==> src/common/sks_pkg.sv <==
// Purpose: shared constants and carriers for the socket send command block
// Assumes: one socket, single 200 MHz clock
// Notes:   command codes, modes and states live here
package sks_pkg;
   // ----------------------------------------------------------------
   // command codes, socket modes and socket states
   // ----------------------------------------------------------------
   localparam logic [7:0] SKS_CMD_NONE      = 8'h00;
   localparam logic [7:0] SKS_CMD_SEND      = 8'h20;
   localparam logic [7:0] SKS_CMD_SEND_KHW  = 8'h21;
   localparam logic [7:0] SKS_CMD_KEEPALIVE = 8'h22;
   localparam logic [3:0] SKS_MODE_TCP      = 4'h1;
   localparam logic [3:0] SKS_MODE_UDP      = 4'h2;
   localparam logic [3:0] SKS_MODE_IP_RAW   = 4'h3;
   localparam logic [3:0] SKS_MODE_MAC_RAW  = 4'h4;
   localparam logic [7:0] SKS_STATE_CLOSED  = 8'h00;
   localparam logic [7:0] SKS_STATE_OPEN    = 8'h17;
   // ----------------------------------------------------------------
   // sizes, reset values and timing
   // ----------------------------------------------------------------
   localparam int          SKS_SIZE_W        = 16;
   localparam logic [15:0] SKS_TX_FREE_RESET = 16'h2000;
   localparam logic [15:0] SKS_MSS_DEFAULT   = 16'h05B4;
   localparam int          SKS_CLK_MHZ       = 200;
   localparam int          SKS_KEEP_US       = 50;
   localparam int          SKS_KEEP_CYCLES   = SKS_KEEP_US * SKS_CLK_MHZ;
   localparam int          SKS_ACK_US        = 200;
   localparam int          SKS_ACK_CYCLES    = SKS_ACK_US * SKS_CLK_MHZ;
   // ----------------------------------------------------------------
   // carriers
   // ----------------------------------------------------------------
   typedef struct packed {
      logic        valid;  // segment request, held until seg_ready
      logic        keep;   // keep-alive probe, no payload
      logic        skip_resolve; // use stored hardware address
      logic [15:0] len;    // payload bytes
      logic [47:0] dest_hw; // destination hardware address
   } sks_seg_t;
   typedef struct packed {
      logic timeout;  // ack wait expired
      logic send_done; // send complete
   } sks_irq_t;
endpackage : sks_pkg

==> src/rtl/sks_timer.sv <==
// Purpose: reloadable down counter with expiry pulse
// Assumes: load has priority over counting
// Notes:   used for keep-alive period and ack wait
`timescale 1ns/10ps
module sks_timer #(
   parameter int W = 24
) (
   input  wire logic         clk,    // core clock
   input  wire logic         rstn,   // sync reset, active low
   input  wire logic         load,   // start or restart
   input  wire logic         stop,   // abandon counting
   input  wire logic [W-1:0] period, // cycles to expiry
   output logic              expired // one-cycle expiry pulse
);
   logic [W-1:0] cnt_reg;
   logic         run_reg;
   // ----------------------------------------------------------------
   // counter
   // ----------------------------------------------------------------
   always_ff @(posedge clk) begin
      if (!rstn) begin
         cnt_reg <= '0;
         run_reg <= 1'b0;
         expired <= 1'b0;
      end else begin
         expired <= 1'b0;
         if (load) begin
            cnt_reg <= period;
            run_reg <= 1'b1;
         end else if (stop) begin
            run_reg <= 1'b0;
         end else if (run_reg) begin
            if (cnt_reg <= W'(1)) begin
               run_reg <= 1'b0;
               expired <= 1'b1;
            end else begin
               cnt_reg <= cnt_reg - W'(1);
            end
         end
      end
   end
endmodule : sks_timer

==> src/rtl/sks_send_ctrl.sv <==
// Purpose: per-socket transmit command interpreter (send, send with known
//          hardware address, keep-alive)
// Assumes: host pulses cmd_we with a command; transmitter takes segments on
//          seg_ready; peer acks arrive as ack_valid pulses
// Notes:   the command register clears to zero once a command is taken
`timescale 1ns/10ps
// Notes on behaviour
// - TCP ack restores free size by bytes
// - no ack: timeout flag, socket closed
// - datagram modes: flag send done, then restore
// - known-address send only in UDP, IP-raw
// - known-address send skips address resolution
// - keep-alive probes repeat after command
// - keep-alive legal only in TCP
// - TCP/UDP data split into segment size
module sks_send_ctrl
   import sks_pkg::*;
#(
   parameter int          KEEP_CYCLES = SKS_KEEP_CYCLES,
   parameter int          ACK_CYCLES  = SKS_ACK_CYCLES,
   parameter logic [15:0] MSS         = SKS_MSS_DEFAULT
) (
   input  wire logic                 clk,               // core clock
   input  wire logic                 rstn,              // sync reset, active low
   input  wire logic                 cmd_we,            // host writes command
   input  wire logic [7:0]           cmd_in,            // command code
   input  wire logic [3:0]           sock_mode,         // socket protocol mode
   input  wire logic [15:0]          send_len,          // bytes to send
   input  wire logic [47:0]          sock_dest_hw_addr, // stored peer address
   input  wire logic                 irq_clr_done,      // host clears send done
   input  wire logic                 irq_clr_timeout,   // host clears timeout
   input  wire logic                 sock_open,         // socket opened by host
   input  wire logic                 seg_ready,         // transmitter takes seg
   input  wire logic                 ack_valid,         // peer acked bytes
   input  wire logic [15:0]          ack_bytes,         // bytes acked
   output logic [7:0]                cmd_reg,           // command register view
   output logic [15:0]               sock_tx_free_size, // free tx space
   output sks_pkg::sks_irq_t         sock_irq_flags,    // sticky flags
   output logic [7:0]                sock_state,        // socket state
   output sks_pkg::sks_seg_t         seg_out,           // segment request
   output logic                      cmd_rejected       // illegal command pulse
);
   import sks_pkg::*;

   typedef enum logic [2:0] {ST_IDLE, ST_SEG, ST_WAIT_ACK, ST_DONE} sks_fsm_t;

   sks_fsm_t    st_reg;
   logic [15:0] remain_reg;
   logic [15:0] sent_reg;    // bytes sent, awaiting credit
   logic        khw_reg;     // skip address resolution
   logic        keep_reg;    // keep-alive running
   logic        keep_req_reg;
   logic        ever_sent_reg;
   logic        keep_exp;
   logic        ack_exp;
   logic        is_tcp;
   logic        legal;
   logic        accept;
   logic        seg_fire;
   logic [15:0] seg_len;

   // ----------------------------------------------------------------
   // command decode
   // ----------------------------------------------------------------
   function automatic logic cmd_legal(input logic [7:0] c, input logic [3:0] m,
                                      input logic sent);
      if (c == SKS_CMD_SEND)
         return 1'b1;
      else if (c == SKS_CMD_SEND_KHW)
         return (m == SKS_MODE_UDP) || (m == SKS_MODE_IP_RAW);
      else if (c == SKS_CMD_KEEPALIVE)
         return (m == SKS_MODE_TCP) && sent;
      else
         return 1'b0;
   endfunction : cmd_legal

   function automatic logic [15:0] min16(input logic [15:0] a, input logic [15:0] b);
      return (a < b) ? a : b;
   endfunction : min16

   assign is_tcp = (sock_mode == SKS_MODE_TCP);
   assign legal  = cmd_legal(cmd_reg, sock_mode, ever_sent_reg);
   // commands only taken while idle; others wait in the register
   assign accept = (cmd_reg != SKS_CMD_NONE) && (st_reg == ST_IDLE);
   // raw modes rely on host pre-splitting, so only TCP/UDP are cut here
   assign seg_len = ((sock_mode == SKS_MODE_TCP) || (sock_mode == SKS_MODE_UDP)) ?
                    min16(remain_reg, MSS) : remain_reg;
   assign seg_fire = seg_out.valid && seg_ready;

   // ----------------------------------------------------------------
   // command register
   // ----------------------------------------------------------------
   always_ff @(posedge clk) begin
      if (!rstn) begin
         cmd_reg      <= SKS_CMD_NONE;
         cmd_rejected <= 1'b0;
      end else begin
         cmd_rejected <= accept && !legal;
         if (accept)
            cmd_reg <= SKS_CMD_NONE;
         else if (cmd_we && cmd_reg == SKS_CMD_NONE)
            cmd_reg <= cmd_in;
      end
   end

   // ----------------------------------------------------------------
   // send sequencer
   // ----------------------------------------------------------------
   always_ff @(posedge clk) begin
      if (!rstn) begin
         st_reg        <= ST_IDLE;
         remain_reg    <= '0;
         khw_reg       <= 1'b0;
         ever_sent_reg <= 1'b0;
      end else begin
         case (st_reg)
            ST_IDLE: begin
               if (accept && legal && cmd_reg != SKS_CMD_KEEPALIVE && send_len != 16'h0000) begin
                  remain_reg <= send_len;
                  khw_reg    <= (cmd_reg == SKS_CMD_SEND_KHW);
                  st_reg     <= ST_SEG;
               end
            end
            ST_SEG: begin
               if (seg_fire && !seg_out.keep) begin
                  remain_reg    <= remain_reg - seg_len;
                  ever_sent_reg <= 1'b1;
                  if (remain_reg == seg_len)
                     st_reg <= is_tcp ? ST_WAIT_ACK : ST_DONE;
               end
            end
            ST_WAIT_ACK: begin
               if (ack_exp || sent_reg == 16'h0000)
                  st_reg <= ST_IDLE;
            end
            ST_DONE: st_reg <= ST_IDLE;
            default: st_reg <= ST_IDLE;
         endcase
         if (!sock_open)
            ever_sent_reg <= 1'b0;
      end
   end

   // ----------------------------------------------------------------
   // segment output; keep-alive probes slip in between sends
   // ----------------------------------------------------------------
   always_ff @(posedge clk) begin
      if (!rstn) begin
         seg_out <= '0;
      end else if (!seg_out.valid || seg_ready) begin
         seg_out.valid        <= 1'b0;
         seg_out.keep         <= 1'b0;
         seg_out.skip_resolve <= 1'b0;
         seg_out.len          <= '0;
         seg_out.dest_hw      <= sock_dest_hw_addr;
         if (st_reg == ST_SEG && !seg_out.valid) begin
            seg_out.valid        <= 1'b1;
            seg_out.len          <= seg_len;
            seg_out.skip_resolve <= khw_reg;
         end else if (keep_req_reg && st_reg == ST_IDLE && !seg_out.valid) begin
            seg_out.valid <= 1'b1;
            seg_out.keep  <= 1'b1;
         end
      end
   end

   // ----------------------------------------------------------------
   // keep-alive: periodic probes until the socket closes
   // ----------------------------------------------------------------
   sks_timer #(.W(32)) u_keep (
      .clk     (clk),
      .rstn    (rstn),
      .load    ((accept && legal && cmd_reg == SKS_CMD_KEEPALIVE) ||
                (keep_reg && keep_exp)),
      .stop    (!keep_reg),
      .period  (32'(KEEP_CYCLES)),
      .expired (keep_exp)
   );

   always_ff @(posedge clk) begin
      if (!rstn) begin
         keep_reg     <= 1'b0;
         keep_req_reg <= 1'b0;
      end else begin
         if (accept && legal && cmd_reg == SKS_CMD_KEEPALIVE) begin
            keep_reg     <= 1'b1;
            keep_req_reg <= 1'b1;
         end else if (sock_state == SKS_STATE_CLOSED) begin
            keep_reg     <= 1'b0;
            keep_req_reg <= 1'b0;
         end else if (keep_reg && keep_exp) begin
            keep_req_reg <= 1'b1;
         end else if (seg_fire && seg_out.keep) begin
            keep_req_reg <= 1'b0;
         end
      end
   end

   // ----------------------------------------------------------------
   // ack wait timer; restarted by every ack
   // ----------------------------------------------------------------
   sks_timer #(.W(32)) u_ack (
      .clk     (clk),
      .rstn    (rstn),
      .load    ((st_reg == ST_SEG && seg_fire && is_tcp) ||
                (ack_valid && sent_reg != 16'h0000)),
      .stop    (st_reg == ST_IDLE),
      .period  (32'(ACK_CYCLES)),
      .expired (ack_exp)
   );

   // ----------------------------------------------------------------
   // free size accounting; credit per ack (TCP) or after done (datagram)
   // ----------------------------------------------------------------
   always_ff @(posedge clk) begin
      if (!rstn) begin
         sock_tx_free_size <= SKS_TX_FREE_RESET;
         sent_reg          <= '0;
      end else if (accept && legal && cmd_reg != SKS_CMD_KEEPALIVE) begin
         sock_tx_free_size <= sock_tx_free_size - min16(send_len, sock_tx_free_size);
         sent_reg          <= min16(send_len, sock_tx_free_size);
      end else if (is_tcp && ack_valid && st_reg != ST_IDLE) begin
         sock_tx_free_size <= sock_tx_free_size + min16(ack_bytes, sent_reg);
         sent_reg          <= sent_reg - min16(ack_bytes, sent_reg);
      end else if (st_reg == ST_DONE && !is_tcp && sock_irq_flags.send_done) begin
         sock_tx_free_size <= sock_tx_free_size + sent_reg;
         sent_reg          <= '0;
      end
   end

   // ----------------------------------------------------------------
   // sticky flags: a set in the same cycle as a clear wins
   // ----------------------------------------------------------------
   always_ff @(posedge clk) begin
      if (!rstn) begin
         sock_irq_flags <= '0;
      end else begin
         // tcp reports done only once every byte is acked, never on the last segment
         if ((st_reg == ST_SEG && seg_fire && !seg_out.keep && !is_tcp &&
              remain_reg == seg_len) ||
             (st_reg == ST_WAIT_ACK && sent_reg == 16'h0000))
            sock_irq_flags.send_done <= 1'b1;
         else if (irq_clr_done)
            sock_irq_flags.send_done <= 1'b0;
         if (st_reg == ST_WAIT_ACK && ack_exp && sent_reg != 16'h0000)
            sock_irq_flags.timeout <= 1'b1;
         else if (irq_clr_timeout)
            sock_irq_flags.timeout <= 1'b0;
      end
   end

   // ----------------------------------------------------------------
   // socket state
   // ----------------------------------------------------------------
   always_ff @(posedge clk) begin
      if (!rstn)
         sock_state <= SKS_STATE_CLOSED;
      else if (st_reg == ST_WAIT_ACK && ack_exp && sent_reg != 16'h0000)
         sock_state <= SKS_STATE_CLOSED;
      else if (sock_open)
         sock_state <= SKS_STATE_OPEN;
   end
endmodule : sks_send_ctrl

==> config.mk <==
export PLATFORM = sky130hd
export DESIGN_NAME = sks_send_ctrl
export DESIGN_NICKNAME = d
export VERILOG_FILES = /design/src/common/sks_pkg.sv /design/src/rtl/sks_timer.sv /design/src/rtl/sks_send_ctrl.sv
export SDC_FILE = /design/constraint.sdc
export NUM_CORES = 1
export LEC_CHECK = 0
export ABC_AREA = 1
export BUFFER_PORTS_ARGS = -buffer_cell sky130_fd_sc_hd__buf_2
export CAP_MARGIN = 30
export CORE_MARGIN = 2
export CORE_UTILIZATION = 64
export DETAILED_ROUTE_END_ITERATION = 7
export PLACE_DENSITY = 0.84
export SYNTH_ARGS = -nofsm -noshare
export SYNTH_HDL_FRONTEND = slang
export SYNTH_HIERARCHICAL = 1
export SYNTH_SLANG_ARGS = --single-unit
==> constraint.sdc <==
create_clock -name clk -period 13.3 [get_ports clk]
set_clock_uncertainty 0.1 [all_clocks]
set_input_delay 2.66 -clock clk [delete_from_list [all_inputs] [get_ports clk]]
set_output_delay 2.66 -clock clk [all_outputs]
set_load 0.01 [all_outputs]
==> impl_metrics.json, run 1 <==
{
  "status": "complete, no violations",
  "whs_ns": 0.360,
  "rows": 55,
  "crit_top_cell": "a21oi_1",
  "yosysUniqueCellTypes": 60,
  "path_cells": "buf_2 -> ha_1 -> o21a_1 -> o211ai_1 -> a21oi_1 -> o211ai_1 -> nand2_1 -> o211ai_1 -> o21ai_0 -> ha_1 -> fa_1 -> o21ai_0 -> a21oi_1 -> o21bai_1 -> a21oi_1 -> o21a_1 -> o21ai_0 -> a21oi_1 -> nor2_1 -> nor2_1 -> xor2_1 -> a21oi_1",
  "antenna_cells": 0,
  "overflow": 0,
  "preCtsSetupSlack_ns": 5.92,
  "hold_viol_final": 0,
  "yosys_register_bits": 201,
  "critPathLaunch": "send_len[1]",
  "fin_crit_sh_pct": 51.9,
  "mappedNetlistArea_sq_um": 14500,
  "globalplace.congestion": 0.943,
  "grt_pass1_vias": 14300,
  "slowest_stage": "nand2_1",
  "peakVddDrop_uv": 229,
  "cts_tree": "done",
  "track_usage_pct": 33.6,
  "final_cell_mix": "nand2_1 (514), nor2_1 (365), dfxtp_1 (201), inv_1 (197), buf_2 (197)",
  "postCtsHoldBufs": 0,
  "hold_start": "seg_out[54]$_SDFFE_PN0P_",
  "die_h_um": 154,
  "finalWirelength_mm": 41.5,
  "die_area_sq_um": 23800,
  "grt_max_degree": 95,
  "arrival_ns": 7.20,
  "grt_first_pass_wirelength_mm": 67.3,
  "start_util_pct": 64.5,
  "final_common_cell": "nand2_1",
  "drv_slew": 0,
  "drc": 0,
  "cp.required_ns": 13.60,
  "critical_path_class": "in2reg",
  "postCtsResizedCells": 0,
  "synthToLayoutAreaGrowth_pct": 13.9,
  "worstHoldPathType": "reg2reg",
  "coreArea_sq_um": 22400,
  "first_pass_iters": 6,
  "clk_latency_ns": 0.54,
  "grt_antenna_before_repair": 0,
  "reg2reg_slack_ns": 8.11,
  "p_per_area_nw_per_um2": 237,
  "vias_per_cell": 5.59,
  "drive_above_1_share_pct": 14.4,
  "drt-initial-drc-count": 1424,
  "cts_inserted_buffers": 24,
  "port_buffers": 197,
  "die_x_um": 154,
  "synth_edf_count": 0,
  "largest_reg_flops": 67,
  "synth_warnings": 6,
  "ys_seq_area_share_pct": 27.8,
  "rsz0062_at_grt": "no",
  "slowest_delay_ns": 0.53,
  "min_period_ns": 6.90,
  "synthFlopType": "dfxtp_1",
  "syn_inst": 2268,
  "startpoint_type": "input port",
  "cts_root_buffer": "clkbuf_16",
  "crit_fanout": 30,
  "ant_nets": 0,
  "io_pins": 202,
  "drv_cap": 0,
  "endpoint_kind": "flip-flop",
  "clk_pin_slew_ns": 0.06,
  "slew-limit-headroom_pct": 34.2,
  "p_leak_nw": 8.35,
  "setup_ws_ns": 6.40,
  "routedWlPerCell_um": 14.9,
  "async_flop_share_pct": 0,
  "setup-violations-final": 0,
  "tightest_slew_ns": 0.985,
  "clk_path_buf_depth": 3,
  "rr_startpoint": "sent_reg[15]$_SDFFE_PN0P_",
  "fin_setup_tns_ns": 0,
  "avgSynthCellArea_sq_um": 6.38,
  "fmax_mhz": 145,
  "routed-via-count": 15500,
  "cts.sinks": 201,
  "htree_levels": 1,
  "dp_hpwl_mm": 30.3,
  "final_nets": 2660,
  "cts_setup_buffers": 0
}
-- worst paths after layout --
kind	end	cells after the start
worst max-delay path	sock_tx_free_size[12]$_SDFFE_PN0P_	22
worst min-delay path	seg_out[54]$_SDFFE_PN0P_	2
worst max register to register	sock_tx_free_size[15]$_SDFFE_PN0P_	26
worst min register to register	seg_out[54]$_SDFFE_PN0P_	2
-- metrics by stage --
| stage | util, % | std cells | total power, mW | instance area, sq um |
|---|---|---|---|---|
| final | 73.4 | 2778 | 3.91 | 16500 |
| after floorplan | - | 2334 | 2.66 | 14700 |
| after global placement | 69.9 | 2734 | 3.14 | 15700 |
| after detailed placement | 69.9 | 2734 | 3.21 | 15700 |
| after global routing | 73.4 | 2778 | 4.25 | 16500 |
| after CTS | 73.3 | 2776 | 3.87 | 16400 |
-- metal layers --
metal | up-vias | global-route usage, % | share of wire, %
met5 | - | 0 | 0
met4 | 0 | 11.1 | 2.7
met3 | 86 | 4.26 | 5.9
met2 | 493 | 58.4 | 48
met1 | 7107 | 43.5 | 44
li1 | 7832 | - | -
-- power breakdown --
group	internal [mW]	switching, mW
Sequential	0.688	0.0883
Clock	0.361	0.273
Combinational	0.888	1.61
Total	1.94	1.97
-- worst max-delay path, delay by kind of cell --
| kind | cells | cell delay [ns] |
|---|---|---|
| AOI/OAI and AO/OA | 14 | 2.62 |
| adders and majority gates | 3 | 0.94 |
| and+or+nand+nor | 3 | 0.68 |
| buffers and inverters | 1 | 0.14 |
| xor gates and xnor gates | 1 | 0.13 |
-- cells in the mapped netlist, types with 7 or more instances --
cell type  count  area share, %
a21oi_1      164            5.7
a221oi_2       8           0.83
a31oi_1       14           0.61
buf_2         19           0.66
buf_4          8           0.42
buf_6         11           0.86
clkbuf_1      54            1.4
dfxtp_1      201             28
ha_1          80            6.9
inv_1        197            5.1
inv_2         18           0.47
nand2_1      514             13
nand2_2       18           0.78
nand3_1      177            6.1
nand3_2        7           0.48
nand3b_1       7           0.36
nand4_1       31            1.3
nor2_1       366            9.5
nor2_2        20           0.87
nor2_4         9           0.70
nor3_1        16           0.55
nor4_1         8           0.35
o211ai_1      27            1.4
o21a_1        14           0.73
o21ai_0      155            5.4
o21bai_1      15           0.78
or2_2          9           0.39
xnor2_1       13           0.79
xor2_1        22            1.3
-- kinds of logic (layout without fill, tap and decap cells) --
kind of cell | after synthesis | count (layout) | share of synthesized area [%]
other cells | 2 | 68 | 0.0519
fa+ha+maj | 83 | 83 | 7.34
flops | 201 | 201 | 27.8
buf+inv | 310 | 469 | 8.99
simple gates | 1197 | 1197 | 35.9
xor+xnor | 35 | 35 | 2.12
compound gates | 440 | 440 | 17.8
-- layout make-up --
class                   instances  area [sq um]
multi-input cells            1823          9410
fillers                      1950          5960
flip-flops and latches        201          4020
repair buffers                211          1110
inverters                     216           811
clock buffers                  31           677
well taps                     285           357
clock inverters                11          85.1
Power figures use the tool's default switching activity.
==> run 2, diff against run 1 <==
Settings changed: CORE_UTILIZATION 64 to 53, PLACE_DENSITY 0.84 to 0.73.
Clock period 13.3 ns to 5.9 ns, I/O delays scaled along.
==> impl_metrics.json, run 2 (same netlist as run 1, synthesis figures left out) <==
{
  "status": "complete, no violations",
  "postCtsHoldBufs": 0,
  "final_area_sq_um": 16700,
  "critical_path_class": "in2reg",
  "final_common_cell": "nand2_1",
  "ff_latch_area_sq_um": 4020,
  "drv_cap": 0,
  "overflow": 0,
  "coreArea_sq_um": 26900,
  "p_sw_share_pct": 49.0,
  "htree_levels": 1,
  "clk_path_buf_depth": 3,
  "arrival_ns": 5.53,
  "crit_top_cell": "nor2_1",
  "slew-limit-headroom_pct": 31.0,
  "peakVddDrop_uv": 369,
  "postCtsResizedCells": 0,
  "dp_hpwl_mm": 31.2,
  "power_mw": 8.96,
  "p_leak_nw": 8.41,
  "drt-initial-drc-count": 1017,
  "largest_reg_flops": 67,
  "hold_viol_final": 0,
  "drive_above_1_share_pct": 14.5,
  "setup-violations-final": 0,
  "final_cell_mix": "nand2_1 (514), nor2_1 (365), dfxtp_1 (201), inv_1 (197), buf_2 (197)",
  "finalWirelength_mm": 41.7,
  "place_area_sq_um": 15800,
  "fin_setup_tns_ns": 0,
  "cts_inserted_buffers": 24,
  "crit_fanout": 17,
  "whs_ns": 0.360,
  "power.share.clock_pct": 17.8,
  "min_period_ns": 5.17,
  "clk_pin_slew_ns": 0.06,
  "grt_max_degree": 76,
  "slowest_delay_ns": 0.32,
  "io_pins": 202,
  "cts_tree": "done",
  "drv_slew": 0,
  "rsz0062_at_grt": "no",
  "grt_pass1_vias": 13800,
  "first_pass_iters": 6,
  "multi_input_comb_area_sq_um": 9410,
  "rows": 60,
  "power_frac_comb_pct": 62.7,
  "startpoint_type": "input port",
  "slowest_stage": "ha_1",
  "power_frac_seq_pct": 19.5,
  "p_int_mw": 4.57,
  "routed-via-count": 15300,
  "track_usage_pct": 28.2,
  "vias_per_cell": 5.38,
  "p_per_area_nw_per_um2": 538,
  "die_h_um": 169,
  "die_area_sq_um": 28600,
  "cts_setup_buffers": 0,
  "die_x_um": 169,
  "clk_latency_ns": 0.53,
  "port_buffers": 197,
  "grt_first_pass_wirelength_mm": 67.4,
  "antenna_cells": 0,
  "worstHoldPathType": "reg2reg",
  "cp.required_ns": 6.27,
  "start_util_pct": 53.8,
  "cts_root_buffer": "clkbuf_16",
  "cts.sinks": 201,
  "ant_nets": 0,
  "grt_antenna_before_repair": 0,
  "synthToLayoutAreaGrowth_pct": 15.3,
  "fin_crit_sh_pct": 87.6,
  "globalplace.congestion": 0.912,
  "tightest_slew_ns": 1.03,
  "drc": 0,
  "endpoint_kind": "flip-flop",
  "fmax_mhz": 193,
  "power_switching_mw": 4.39,
  "final_nets": 2666,
  "fillCellCount": 2596,
  "routedWlPerCell_um": 14.7
}
-- run 2: cell count changes in the layout (fill, tap and decap cells not counted) --
cell	change
bufinv_16	+5
clkbuf_8	-3
clkinv_2	-1
inv_6	-3
buf_4	+6
clkbuf_1	+1
-- run 2: metal layers --
layer	up-vias	track usage, %	share of wire [%]
met2	460	46.9	46
met1	6893	38.5	45
met5	-	0	0
met4	0	7.99	2.5
met3	68	3.73	6.2
li1	7856	-	-
-- run 2: stage by stage --
step / utilization [%] / cells / setup slack (ns)
6_report: 62.0 / 2839 / 0.732
5_1_grt: 62.0 / 2839 / 0.278
4_1_cts: 62.0 / 2839 / 0.781
3_5_place_dp: 58.9 / 2798 / 0.306
3_3_place_gp: 58.8 / 2796 / 0.380
2_1_floorplan: - / 2334 / 0.832
-- run 2: cell type report --
type	count	area share (%)
Sequential cell	201	24.1
Tap cell	341	2.56
Inverter	216	4.86
Clock inverter	12	1.22
Multi-Input combinational cell	1823	56.5
Clock buffer	29	3.83
Timing Repair Buffer	217	6.93
-- run 2: worst max-delay path, delay by kind of cell --
family,cells,cell delay [ns]
adder cells (fa/ha/maj),3,0.82
AO/OA/AOI/OAI,7,1.24
AND/OR/NAND/NOR,16,1.89
buffers and inverters,3,0.39
-- run 2: final timing paths --
kind,slack [ns],cells past startpoint,from,endpoint
min reg2reg,0.36,2,seg_out[48]$_SDFFE_PN0P_,seg_out[48]$_SDFFE_PN0P_
max reg2reg,0.94,23,cmd_reg[7]$_SDFFE_PP0P_,sock_tx_free_size[12]$_SDFFE_PN0P_
max,0.73,29,ack_bytes[15],sock_tx_free_size[15]$_SDFFE_PN0P_
min,0.36,2,seg_out[48]$_SDFFE_PN0P_,seg_out[48]$_SDFFE_PN0P_
-- run 2: power by group through the flow --
stage | sequential, mW | combinational (mW) | clock, mW
after CTS | 1.74 | 5.57 | 1.63
after global routing | 1.77 | 6.33 | 1.68
final | 1.75 | 5.62 | 1.60
after global placement | 1.77 | 5.44 | 0
after floorplan | 1.75 | 4.25 | 0
after detailed placement | 1.77 | 5.52 | 0
